**src/core/lcd_common_regs.svh**
```systemverilog
/*
 * Constants for the common scan driver: chain length, pin sampling depth
 * and the timing figures of the shift clock pins.
 * Assumes nothing; included by bare name wherever the figures are needed.
 */
`ifndef LCD_COMMON_REGS_SVH
`define LCD_COMMON_REGS_SVH

// number of shift stages and driver outputs
`define STAGE_COUNT 68
// width of one encoded bias level choice
`define LEVEL_WIDTH 2
// flip-flops every pin passes before logic reads it
`define SYNC_DEPTH 2

// system clock period in ns
`define REF_CLK_PERIOD_NS 50
// least shift clock pulse width in ns
`define SHIFT_PULSE_MIN_NS 125
// least pulse width in whole system clocks, rounded up
`define SHIFT_PULSE_MIN_CYC \
    ((`SHIFT_PULSE_MIN_NS + `REF_CLK_PERIOD_NS - 1) / `REF_CLK_PERIOD_NS)

// shifts before the chain holds only received scan data
`define PRIME_SHIFTS 68
// width of the priming counter
`define PRIME_CNT_WIDTH 7

`endif

```
**src/core/lcd_common_pkg.sv**
```systemverilog
/*
 * Types shared by the common scan driver and its bias level selector.
 * Assumes the constants header is on the include path.
 */
`include "lcd_common_regs.svh"

package lcd_common_pkg;

    // encoded choice of one of the four bias supplies
    typedef enum logic [`LEVEL_WIDTH-1:0] {
        bias_level_top = 2'h0,
        bias_level_upper_mid = 2'h1,
        bias_level_lower_mid = 2'h2,
        bias_level_bottom = 2'h3
    } level_type;

    // control pins from the LCD controller
    typedef struct packed {
        logic shift_clock;
        logic shift_dir_sel;
        logic frame_alternate;
        logic display_blank_n;
    } ctrl_pins_type;

    // one side of a two-way chain port
    typedef struct packed {
        logic data_out;
        logic data_oe;
    } chain_drive_type;

    // one level choice per common output, output n at index n-1
    typedef logic [`STAGE_COUNT-1:0][`LEVEL_WIDTH-1:0] level_vec_type;

endpackage : lcd_common_pkg

```
**src/core/lcd_common_scan_driver.sv**
```systemverilog
/*
 * Digital core of a 68-output LCD common driver: bidirectional scan
 * shift register with cascade ports and a four-level choice per output.
 * Assumes all controller pins are asynchronous to ref_clk_i and that the
 * shift clock pulses last at least three system clocks; level shifters
 * and bias supplies sit outside and consume the encoded level choices.
 * Chain contents are only meaningful once chain_primed_o has risen;
 * until then the stages hold reset zeros mixed with received bits.
 */
`timescale 1ns/10ps
`include "lcd_common_regs.svh"

module lcd_common_scan_driver (
    // system clock and reset
    input wire logic ref_clk_i,
    input wire logic nrst_i,
    // control pins from the controller
    input wire lcd_common_pkg::ctrl_pins_type ctrl_pins_i,
    // low chain port, two-way
    input wire logic chain_port_low_i,
    output lcd_common_pkg::chain_drive_type chain_port_low_o,
    // high chain port, two-way
    input wire logic chain_port_high_i,
    output lcd_common_pkg::chain_drive_type chain_port_high_o,
    // driver level choices and status
    output lcd_common_pkg::level_vec_type common_outputs_o,
    output logic chain_primed_o
);

    // pin synchronisers, one row per input pin
    // the first flop of a row may go metastable; only the second is read
    logic [`SYNC_DEPTH-1:0] clk_sync_reg;
    logic [`SYNC_DEPTH-1:0] dir_sync_reg;
    logic [`SYNC_DEPTH-1:0] alt_sync_reg;
    logic [`SYNC_DEPTH-1:0] blank_sync_reg;
    logic [`SYNC_DEPTH-1:0] low_sync_reg;
    logic [`SYNC_DEPTH-1:0] high_sync_reg;

    // shift clock history for edge detection
    logic shift_clock_prev_reg;
    logic shift_fall;

    // scan chain, bit k holds stage k+1
    logic [`STAGE_COUNT-1:0] chain_reg;
    logic [`STAGE_COUNT-1:0] chain_next;
    logic serial_in;

    // priming counter
    logic [`PRIME_CNT_WIDTH-1:0] prime_cnt_reg;

    // level choices before the output register
    lcd_common_pkg::level_vec_type level_next;

    // chain port drivers
    lcd_common_pkg::chain_drive_type low_drive_reg;
    lcd_common_pkg::chain_drive_type high_drive_reg;

    // registered level choices
    lcd_common_pkg::level_vec_type common_outputs_reg;

    // one step of a pin synchroniser: first flop takes the pin
    function automatic logic [`SYNC_DEPTH-1:0] sync_step(
        input logic [`SYNC_DEPTH-1:0] hist,
        input logic pin
    );
        return {hist[0], pin};
    endfunction : sync_step

    // control pin synchronisers; only the last flop is read by logic
    // a two-flop delay costs latency but keeps metastability off the chain
    always_ff @(posedge ref_clk_i or negedge nrst_i) begin
        if (!nrst_i) begin
            clk_sync_reg <= '0;
            dir_sync_reg <= '0;
            alt_sync_reg <= '0;
            blank_sync_reg <= '0;
        end else begin
            clk_sync_reg <= sync_step(clk_sync_reg, ctrl_pins_i.shift_clock);
            dir_sync_reg <= sync_step(dir_sync_reg,
                ctrl_pins_i.shift_dir_sel);
            alt_sync_reg <= sync_step(alt_sync_reg,
                ctrl_pins_i.frame_alternate);
            blank_sync_reg <= sync_step(blank_sync_reg,
                ctrl_pins_i.display_blank_n);
        end
    end

    // chain port synchronisers; same depth as the shift clock path
    // so data set up at the pins is still in place at the fall
    always_ff @(posedge ref_clk_i or negedge nrst_i) begin
        if (!nrst_i) begin
            low_sync_reg <= '0;
            high_sync_reg <= '0;
        end else begin
            low_sync_reg <= sync_step(low_sync_reg, chain_port_low_i);
            high_sync_reg <= sync_step(high_sync_reg, chain_port_high_i);
        end
    end

    // previous synchronised shift clock; resets low like the sync flops,
    // so a release never looks like a fall and a clock held low counts
    // only once it has been seen high
    always_ff @(posedge ref_clk_i or negedge nrst_i) begin
        if (!nrst_i) begin
            shift_clock_prev_reg <= 1'h0;
        end else begin
            shift_clock_prev_reg <= clk_sync_reg[1];
        end
    end

    // falling edge of the shift clock only; rising edges are ignored
    // a level shorter than one system clock may be missed entirely
    assign shift_fall = shift_clock_prev_reg & ~clk_sync_reg[1];

    // serial input comes from whichever port the direction makes an input
    // data and clock pass equal sync depth, so setup at the pins carries
    assign serial_in = dir_sync_reg[1] ? high_sync_reg[1]
                                       : low_sync_reg[1];

    // next chain contents for the current direction
    // only one end is fed; the stage at the other end falls off
    always_comb begin
        if (dir_sync_reg[1]) begin
            // toward stage 1: stage 68 takes the high port
            chain_next = {serial_in, chain_reg[`STAGE_COUNT-1:1]};
        end else begin
            // toward stage 68: stage 1 takes the low port
            chain_next = {chain_reg[`STAGE_COUNT-2:0], serial_in};
        end
    end

    // chain moves one stage per shift clock fall and holds otherwise
    // a direction change between falls applies from the next fall on
    always_ff @(posedge ref_clk_i or negedge nrst_i) begin
        if (!nrst_i) begin
            chain_reg <= '0;
        end else if (shift_fall) begin
            chain_reg <= chain_next;
        end
    end

    // counts falls since reset; contents before that are stale
    // saturates at the chain length, so it never wraps back to zero
    always_ff @(posedge ref_clk_i or negedge nrst_i) begin
        if (!nrst_i) begin
            prime_cnt_reg <= '0;
        end else if (shift_fall && prime_cnt_reg != 
                     (`PRIME_CNT_WIDTH)'(`PRIME_SHIFTS)) begin
            prime_cnt_reg <= prime_cnt_reg + 1'h1;
        end
    end

    // stays high until the next reset, whatever the direction does
    assign chain_primed_o = (prime_cnt_reg ==
        (`PRIME_CNT_WIDTH)'(`PRIME_SHIFTS));

    // low port: in reverse shifting it is the far end and drives
    // data moves only with a fall, so it changes with the chain itself
    always_ff @(posedge ref_clk_i or negedge nrst_i) begin
        if (!nrst_i) begin
            low_drive_reg <= '0;
        end else begin
            if (shift_fall) begin
                low_drive_reg.data_out <= chain_next[0];
            end
            low_drive_reg.data_oe <= dir_sync_reg[1];
        end
    end

    // high port: in forward shifting it is the far end and drives
    // the port facing the input is released, never driven
    always_ff @(posedge ref_clk_i or negedge nrst_i) begin
        if (!nrst_i) begin
            high_drive_reg <= '0;
        end else begin
            if (shift_fall) begin
                high_drive_reg.data_out <= chain_next[`STAGE_COUNT-1];
            end
            high_drive_reg.data_oe <= ~dir_sync_reg[1];
        end
    end

    // ports show the flops; a next cascade stage samples them
    // through its own synchronisers, so no extra delay is added here
    assign chain_port_low_o = low_drive_reg;
    assign chain_port_high_o = high_drive_reg;

    // one level chooser per output, output n from stage n
    // plain gates; the output flops below hide any decode glitch
    for (genvar n = 0; n < `STAGE_COUNT; n++) begin : g_level
        bias_level_select u_select (
            .scan_bit_i(chain_reg[n]),
            .frame_alternate_i(alt_sync_reg[1]),
            .display_blank_n_i(blank_sync_reg[1]),
            .level_o(level_next[n])
        );
    end

    // level choices leave through flops; reset shows the blank level
    // one cycle behind the chain, traded for glitch-free level pins
    always_ff @(posedge ref_clk_i or negedge nrst_i) begin
        if (!nrst_i) begin
            common_outputs_reg <= '0;
        end else begin
            common_outputs_reg <= level_next;
        end
    end

    assign common_outputs_o = common_outputs_reg;

endmodule : lcd_common_scan_driver

```
**src/core/bias_level_select.sv**
```systemverilog
/*
 * Bias level chooser for one common output: maps stored scan bit, frame
 * alternate and blank control onto one of four supply levels.
 * Assumes synchronised inputs; purely combinational, caller registers it.
 */
`timescale 1ns/10ps

module bias_level_select (
    // per-output inputs
    input wire logic scan_bit_i,
    input wire logic frame_alternate_i,
    input wire logic display_blank_n_i,
    // encoded level choice
    output lcd_common_pkg::level_type level_o
);

    // blank forces the top level; otherwise the truth table applies
    always_comb begin
        if (!display_blank_n_i) begin
            level_o = lcd_common_pkg::bias_level_top;
        end else begin
            // low bit is row select on the outer levels
            case ({frame_alternate_i, scan_bit_i})
                2'h0: level_o = lcd_common_pkg::bias_level_upper_mid;
                2'h1: level_o = lcd_common_pkg::bias_level_bottom;
                2'h2: level_o = lcd_common_pkg::bias_level_lower_mid;
                2'h3: level_o = lcd_common_pkg::bias_level_top;
                default: level_o = lcd_common_pkg::bias_level_top;
            endcase
        end
    end

endmodule : bias_level_select

```
**config.mk**
```make
export PLATFORM = sky130hd
export DESIGN_NAME = lcd_common_scan_driver
export DESIGN_NICKNAME = d
export VERILOG_FILES = /design/src/core/lcd_common_pkg.sv /design/src/core/lcd_common_scan_driver.sv /design/src/core/bias_level_select.sv
export VERILOG_INCLUDE_DIRS = /design/src /design/src/core
export SDC_FILE = /design/constraint.sdc
export NUM_CORES = 1
export LEC_CHECK = 0
export BUFFER_PORTS_ARGS = -buffer_cell sky130_fd_sc_hd__buf_2
export CAP_MARGIN = 15
export CORE_MARGIN = 2
export CORE_UTILIZATION = 40
export DETAILED_ROUTE_END_ITERATION = 16
export PLACE_DENSITY = 0.67
export SLEW_MARGIN = 20
export SYNTH_ARGS = -nofsm -noshare
export SYNTH_HDL_FRONTEND = slang
export SYNTH_HIERARCHICAL = 1
export SYNTH_SLANG_ARGS = --single-unit
```
**constraint.sdc**
```tcl
create_clock -name ref_clk_i -period 2.5 [get_ports ref_clk_i]
set_input_delay 0.25 -clock ref_clk_i [delete_from_list [all_inputs] [get_ports ref_clk_i]]
set_output_delay 0.25 -clock ref_clk_i [all_outputs]
set_load 0.05 [all_outputs]
```
# == Word level (Yosys, flattened, before mapping) ==
# Cells that the tools add are included.
# Widths: inputs -> output; s select.
# totals
reg_bits,228
input_bits,8
out_inout_bits,141
word_cells,498
# classes
n_addsub,1
n_eq_ne,206
n_mux,138
n_bitwise,3
n_reduce_logical,69
# ops
operator,n
$pmux 2 s4,68
$eq 2x2->1 const B,136
$eq 2x1->1 const B,68
$logic_not 2->1,68
$mux 2,68
$mux 68,1
$add 7x1->7 const B,1
$eq 7x7->1 const B,1
$ne 7x7->1 const B,1
$not 1->1,2
$and 1x1->1,1
$logic_and 1x1->1,1
$mux 1,1

# == Depth between registers and ports, before layout ==
# Gate-level depths: netlist of the first run.
# depth
word_depth,3
ltp_mapped,6
mapped_depth_nobuf,5

# == Modules after synthesis ==
# Netlist of the first run, hierarchy kept.
# modules_own_cells
module,n_inst,cells_each,area_each_um2,seq_area_each_um2
lcd_common_scan_driver,1,481,7345.8,5655.4
bias_level_select,68,6,46.3,0.0

# == Worst setup path before layout of the first run ==
# OpenSTA, ideal clock, no wires.
# synth_path
path_kind,flip-flop to flip-flop
startpoint,reg blank_sync_reg[1]
endpoint,reg common_outputs_reg (netlist bit common_outputs_o[101])
setup_ps,76
arrival_time_ps,2165
required_ps,2424
path_slack_ps,258
stages_incl_launch_ff,2
path_buffers,0
period_less_slack_ps,2242
cell_sequence,dfrtp_1 and2_1
# synth_rtl
item,line_no,rtl
from (decl),lcd_common_scan_driver.sv:35,logic [`SYNC_DEPTH-1:0] blank_sync_reg;
from (signal assigned),lcd_common_scan_driver.sv:83,"blank_sync_reg <= sync_step(blank_sync_reg,"
to (signal assigned),lcd_common_scan_driver.sv:205,common_outputs_reg <= level_next;
to (decl),lcd_common_scan_driver.sv:59,lcd_common_pkg::level_vec_type common_outputs_reg;

# == Worst setup path after layout of the first run ==
# layout_path
startpoint,reg prime_cnt_reg[0]
endpoint,out chain_primed_o
# layout_between
elab_chain_len,1
# layout_rtl
item,line_no,rtl
from (decl),lcd_common_scan_driver.sv:49,logic [`PRIME_CNT_WIDTH-1:0] prime_cnt_reg;
from (signal assigned),lcd_common_scan_driver.sv:149,prime_cnt_reg <= prime_cnt_reg + 1'h1;
$eq 7x7->1,lcd_common_scan_driver.sv:154,assign chain_primed_o = (prime_cnt_reg ==
to (decl),lcd_common_scan_driver.sv:27,output logic chain_primed_o
# Every way passes these cells.

==> impl_metrics.tcl, run 1 <==
set metrics [dict create \
    drt.antenna.violating_nets 0 \
    gp_congestion 0.717 \
    layout_commonest_cell "dfrtp_1" \
    max_cap_violations 0 \
    cts_buffer_depth 3 \
    start_util_pct 40.5 \
    highest_layer "met4" \
    worst_slew_pin_slew_ps 635 \
    wl_met3_um 866 \
    crit_type "flop to output port" \
    grt_setup_unrepaired "no" \
    min_path_type "input pin to asynchronous set/reset pin" \
    post-cts-setup-buffers 0 \
    cts_made_buffers 26 \
    multi_input_area_um2 4120 \
    die_y_um 166 \
    synth_area_leaders "dfrtp_1 (54%), ha_1 (16%), mux2i_1 (6.5%)" \
    worstSkewPairLatency_ps 520 \
    hpwl_mm 12.3 \
    synth-edff-count 0 \
    n_fill_cell 2287 \
    synth_simple_gate_area_share_pct 7.34 \
    drtPass1Iterations 4 \
    clock_skew_ps 8.01 \
    yosysSeqAreaShare_pct 53.9 \
    synth-xor-area-share_pct 0.417 \
    power_density_nw_per_um2 736 \
    clock_sinks 226 \
    endpoint_kind "output port" \
    syn_area_per_cell_um2 11.8 \
    crit_slowest_cell "dfrtp_1" \
    worst-path-max-fanout 4 \
    portBuffers 148 \
    vias 6489 \
    syn-cell-area_um2 10500 \
    h-tree-depth 1 \
    final_cell_mix "dfrtp_1 (223), buf_2 (147), inv_1 (139)" \
    drt_iter0_markers 239 \
    ios 149 \
    overflow 0 \
    seq_area_um2 5660 \
    clk_pin_slew_worst_paths_ps 60 \
    yosysTopAreaCellShare_pct 53.9 \
    drv_slew 0 \
    via_per_inst 4.60 \
    nets 1204 \
    core_area_um2 25900 \
    largest_register_ffs 136 \
    syn_inst 889 \
    wire_per_inst_um 13.4 \
    grt_pass1_vias 6647 \
    cp_num_buf_inv 2 \
    mappedNetlistNets 1035 \
    utilization_pct 48.7 \
    ir_drop_mv 0.677 \
    arrival_ps 1780 \
    finalCritPeriodShare_pct 81.0 \
    synth_top_family_by_area "adder cells" \
    finalSetupTns_ps 0 \
    async_flop_share_pct 100 \
    ys_ff_latch 226 \
    yosysWarnings 6 \
    die_w_um 166 \
    synthAdderAreaFrac_pct 16.5 \
    antenna_found_initial 0 \
    max_freq_mhz 494 \
    critPathTopFamily "flip-flops" \
    fin_crit_ps 2030 \
    drive_gt1_share_pct 19.0 \
    routedLengthMet1_mm 8.60 \
    p_leak_nw 6.54 \
    slew_headroom_pct 57.6 \
    route.detailed.drc 0 \
    ys.flop_type "dfrtp_1" \
    synthMuxAreaShare_pct 6.59 \
    grt_first_pass_wirelength_mm 32.7 \
    slowest_delay_ps 410 \
    diodes 0 \
    ys_types 28 \
    route.met2.wl_mm 8.98 \
    drt-total-wl_mm 18.9 \
    crit_chain "inv_1, ha_1, nand4bb_4, nor2_1, buf_2" \
    area_growth_syn_to_layout_pct 20.2 \
    hold_violations 0 \
    core.rowCount 59 \
    cts_tree "yes" \
    worstPathRequired_ps 2250 \
    status "complete, no violations" \
    yosysTopAreaCell "dfrtp_1" \
    root_buffer "clkbuf_16" \
    grt_max_degree 137 \
    start_kind "flop" \
    grt_usage_pct 14.1 \
    synth_compound_area_share_pct 8.42 \
    setup_violations 0 \
    dieArea_um2 27500 \
]
## metrics by stage
step                instance area, µm²  hold slack (ps)  total power [mW]  std cells  setup slack, ps
CTS                              12600              322              9.47       1412              413
floorplan                        10500            -45.6              5.09        889              258
finish                           12600              310              9.29       1412              475
global placement                 11600              288              5.44       1358              937
global route                     12600              345              9.76       1412              380
detailed placement               11600              299              5.48       1358              921
## what timing repair did
| action | 4_1_cts | 5_1_grt |
|---|---|---|
| hold endpoints to repair | 78 | 0 |
| resized for setup | 0 | 0 |
| hold buffers | 7 | 0 |
| setup endpoints to repair | 0 | 0 |
## final cells by class
| type | instances | area share, % |
|---|---|---|
| sequential | 226 | 44.9 |
| multi-input combinational | 499 | 32.7 |
| timing repair buffer | 166 | 7.86 |
| clock buffer | 38 | 6.00 |
| inverter | 139 | 4.14 |
| tap | 335 | 3.32 |
| clock inverter | 9 | 1.07 |
## routing by layer
metal / GRT usage, % / vias to the layer above
met5: 0 / -
met4: 4.73 / 0
met3: 2.67 / 36
met2: 23.7 / 127
met1: 18.5 / 3140
li1: - / 3186
## cells in the mapped netlist (all sizes together), types with 2 or more instances
master  count
clkbuf      5
o21ai      69
o21a       68
xnor2       5
dfrtp     226
nand4       2
nand2      68
ha        138
nand3       2
and2       69
buf        20
mux2i      68
inv       139
nand2b      2
## where the power goes
group          internal (mW)  switching [mW]  leakage [nW]
combinational          0.392           0.942          3.16
sequential              3.89           0.175          2.96
clock                   2.41            1.48         0.426
## worst paths after layout
| kind | startpoint | cells past startpoint | to | slack [ps] |
|---|---|---|---|---|
| max | prime_cnt_reg[0]$_DFFE_PN0P_ | 5 | chain_primed_o | 470 |
| min | nrst_i | 2 | prime_cnt_reg[0]$_DFFE_PN0P_ | 310 |
| max reg2reg | dir_sync_reg[1]$_DFF_PN0_ | 3 | chain_reg[48]$_DFFE_PN0P_ | 910 |
| min reg2reg | clk_sync_reg[0]$_DFF_PN0_ | 0 | clk_sync_reg[1]$_DFF_PN0_ | 350 |
| max in group asynchronous | nrst_i | 3 | common_outputs_o[31]$_DFF_PN0_ | 1470 |
| min in group ref_clk_i | clk_sync_reg[0]$_DFF_PN0_ | 0 | clk_sync_reg[1]$_DFF_PN0_ | 350 |
## worst register-to-register path, cell delays in order (launching register included)
cell and delay, ps:
dfrtp_4 740, buf_12 320, mux2i_1 320, o21ai_1 70
## cells by family after synthesis
group / count (synthesis)
buffers and inverters: 164
AOI/OAI and AO/OA: 140
DFF: 226
and+or+nand+nor: 147
adders and majority gates: 138
xor gates and xnor gates: 5
muxes: 69
No activity file was read; power rests on OpenSTA's default activity.
==> run 2: changes to the inputs <==
==> constraint.sdc (replaced) <==
create_clock -name ref_clk_i -period 2.1 [get_ports ref_clk_i]
set_input_delay 0.21 -clock ref_clk_i [delete_from_list [all_inputs] [get_ports ref_clk_i]]
set_output_delay 0.21 -clock ref_clk_i [all_outputs]
set_load 0.05 [all_outputs]
==> impl_metrics.tcl, run 2 (synthesized netlist as in run 1, its figures left out) <==
set metrics [dict create \
    post-cts-setup-buffers 0 \
    overflow 0 \
    power_density_nw_per_um2 878 \
    drt.antenna.violating_nets 0 \
    crit_slowest_cell "dfrtp_1" \
    portBuffers 148 \
    p_leak_nw 6.57 \
    drive_gt1_share_pct 19.6 \
    n_fill_cell 2319 \
    worst_slew_pin_slew_ps 642 \
    finalSetupTns_ps 0 \
    worst-path-max-fanout 4 \
    r2r_cells 5 \
    worstPathRequired_ps 1890 \
    max_cap_violations 0 \
    hold_violations 0 \
    arrival_ps 1740 \
    grt_max_degree 137 \
    grt_setup_unrepaired "no" \
    drt_iter0_markers 298 \
    drtPass1Iterations 4 \
    largest_register_ffs 136 \
    core_area_um2 25900 \
    hpwl_mm 12.2 \
    die_w_um 166 \
    max_freq_mhz 512 \
    min_path_type "input pin to asynchronous set/reset pin" \
    grt_first_pass_wirelength_mm 32.7 \
    cts_tree "yes" \
    crit_type "flop to output port" \
    setup_violations 0 \
    gp_congestion 0.688 \
    slew_headroom_pct 57.2 \
    grt_pass1_vias 6574 \
    clock_skew_ps 10.3 \
    via_per_inst 4.59 \
    die_y_um 166 \
    reg2reg_slack_ps 650 \
    clk_pin_slew_worst_paths_ps 60 \
    crit_chain "inv_1, ha_1, nand4bb_4, nor2_1, buf_2" \
    drt-total-wl_mm 18.9 \
    fin_crit_ps 1950 \
    finalCritPeriodShare_pct 93.1 \
    drv_slew 0 \
    vias 6499 \
    endpoint_kind "output port" \
    final_cell_mix "dfrtp_1 (223), buf_2 (147), inv_1 (139)" \
    antenna_found_initial 1 \
    layout_commonest_cell "dfrtp_1" \
    wire_per_inst_um 13.4 \
    grt_usage_pct 14.0 \
    nets 1205 \
    cp_num_buf_inv 2 \
    route.detailed.drc 0 \
    start_kind "flop" \
    core.rowCount 59 \
    critPathTopFamily "flip-flops" \
    ios 149 \
    h-tree-depth 1 \
    clock_sinks 226 \
    start_util_pct 40.5 \
    cp.depth 5 \
    dp.cells 1359 \
    status "complete, no violations" \
    root_buffer "clkbuf_16" \
    dieArea_um2 27500 \
    slowest_delay_ps 410 \
    ir_drop_mv 0.684 \
    finalNonFillerCells 1415 \
    worstSkewPairLatency_ps 520 \
    cts_made_buffers 26 \
    cts_buffer_depth 3 \
    area_growth_syn_to_layout_pct 20.5 \
]
-- run 2: metal layers --
layer  global-route usage [%]  part of all wire (%)  up-vias
li1                         -                     -     3183
met1                     19.0                    46     3154
met2                     23.3                    47      129
met3                     2.62                   4.9       33
met4                     3.78                   2.0        0
met5                        0                     0        -
-- run 2: worst reg2reg max path, cell delays in order (launching register included) --
cell       delay [ps]
dfrtp_1           410
inv_1              80
ha_1              200
nand4bb_4         140
o21ai_2           180
mux2_1            340
-- run 2: what timing repair did --
item,4_1_cts,5_1_grt
endpoints found under the setup margin,0,0
endpoints found under the hold margin,205,0
resized for setup,0,0
hold buffers,7,0
-- run 2: through the flow --
step	power [mW]	cell area, µm²	hold WS, ps	worst slack (ps)	utilization [%]
after global placement	6.48	11700	114	687	45.0
final	11.1	12600	169	145	48.8
after floorplan	6.06	10500	-85.6	102	-
after CTS	11.3	12600	152	106	48.8
after detailed placement	6.52	11700	120	645	45.0
after global routing	11.6	12600	188	29.3	48.8
-- run 2: path summary, 6_finish.rpt --
kind / startpoint / endpoint
max: prime_cnt_reg[0]$_DFFE_PN0P_ / chain_primed_o
min: nrst_i / prime_cnt_reg[2]$_DFFE_PN0P_
max reg2reg: prime_cnt_reg[0]$_DFFE_PN0P_ / prime_cnt_reg[1]$_DFFE_PN0P_
min reg2reg: alt_sync_reg[0]$_DFF_PN0_ / alt_sync_reg[1]$_DFF_PN0_
max in group asynchronous: nrst_i / common_outputs_o[18]$_DFF_PN0_
min in group ref_clk_i: ctrl_pins_i[1] / alt_sync_reg[0]$_DFF_PN0_
-- run 2: layout make-up --
class / count / area (µm²) / share of cell area (%)
Timing Repair Buffer: 167 / 1010 / 7.99
Antenna cell: 1 / 2.50 / 0.0198
Tap cell: 335 / 419 / 3.31
Clock buffer: 35 / 756 / 5.98
Multi-Input combinational cell: 499 / 4120 / 32.6
Inverter: 139 / 522 / 4.13
Sequential cell: 226 / 5660 / 44.8
Clock inverter: 13 / 148 / 1.17
-- run 2: report_power, final --
group          switching, mW  internal (mW)
Sequential             0.205           4.63
Combinational           1.12          0.471
Clock                   1.79           2.89
Total                   3.11           7.99
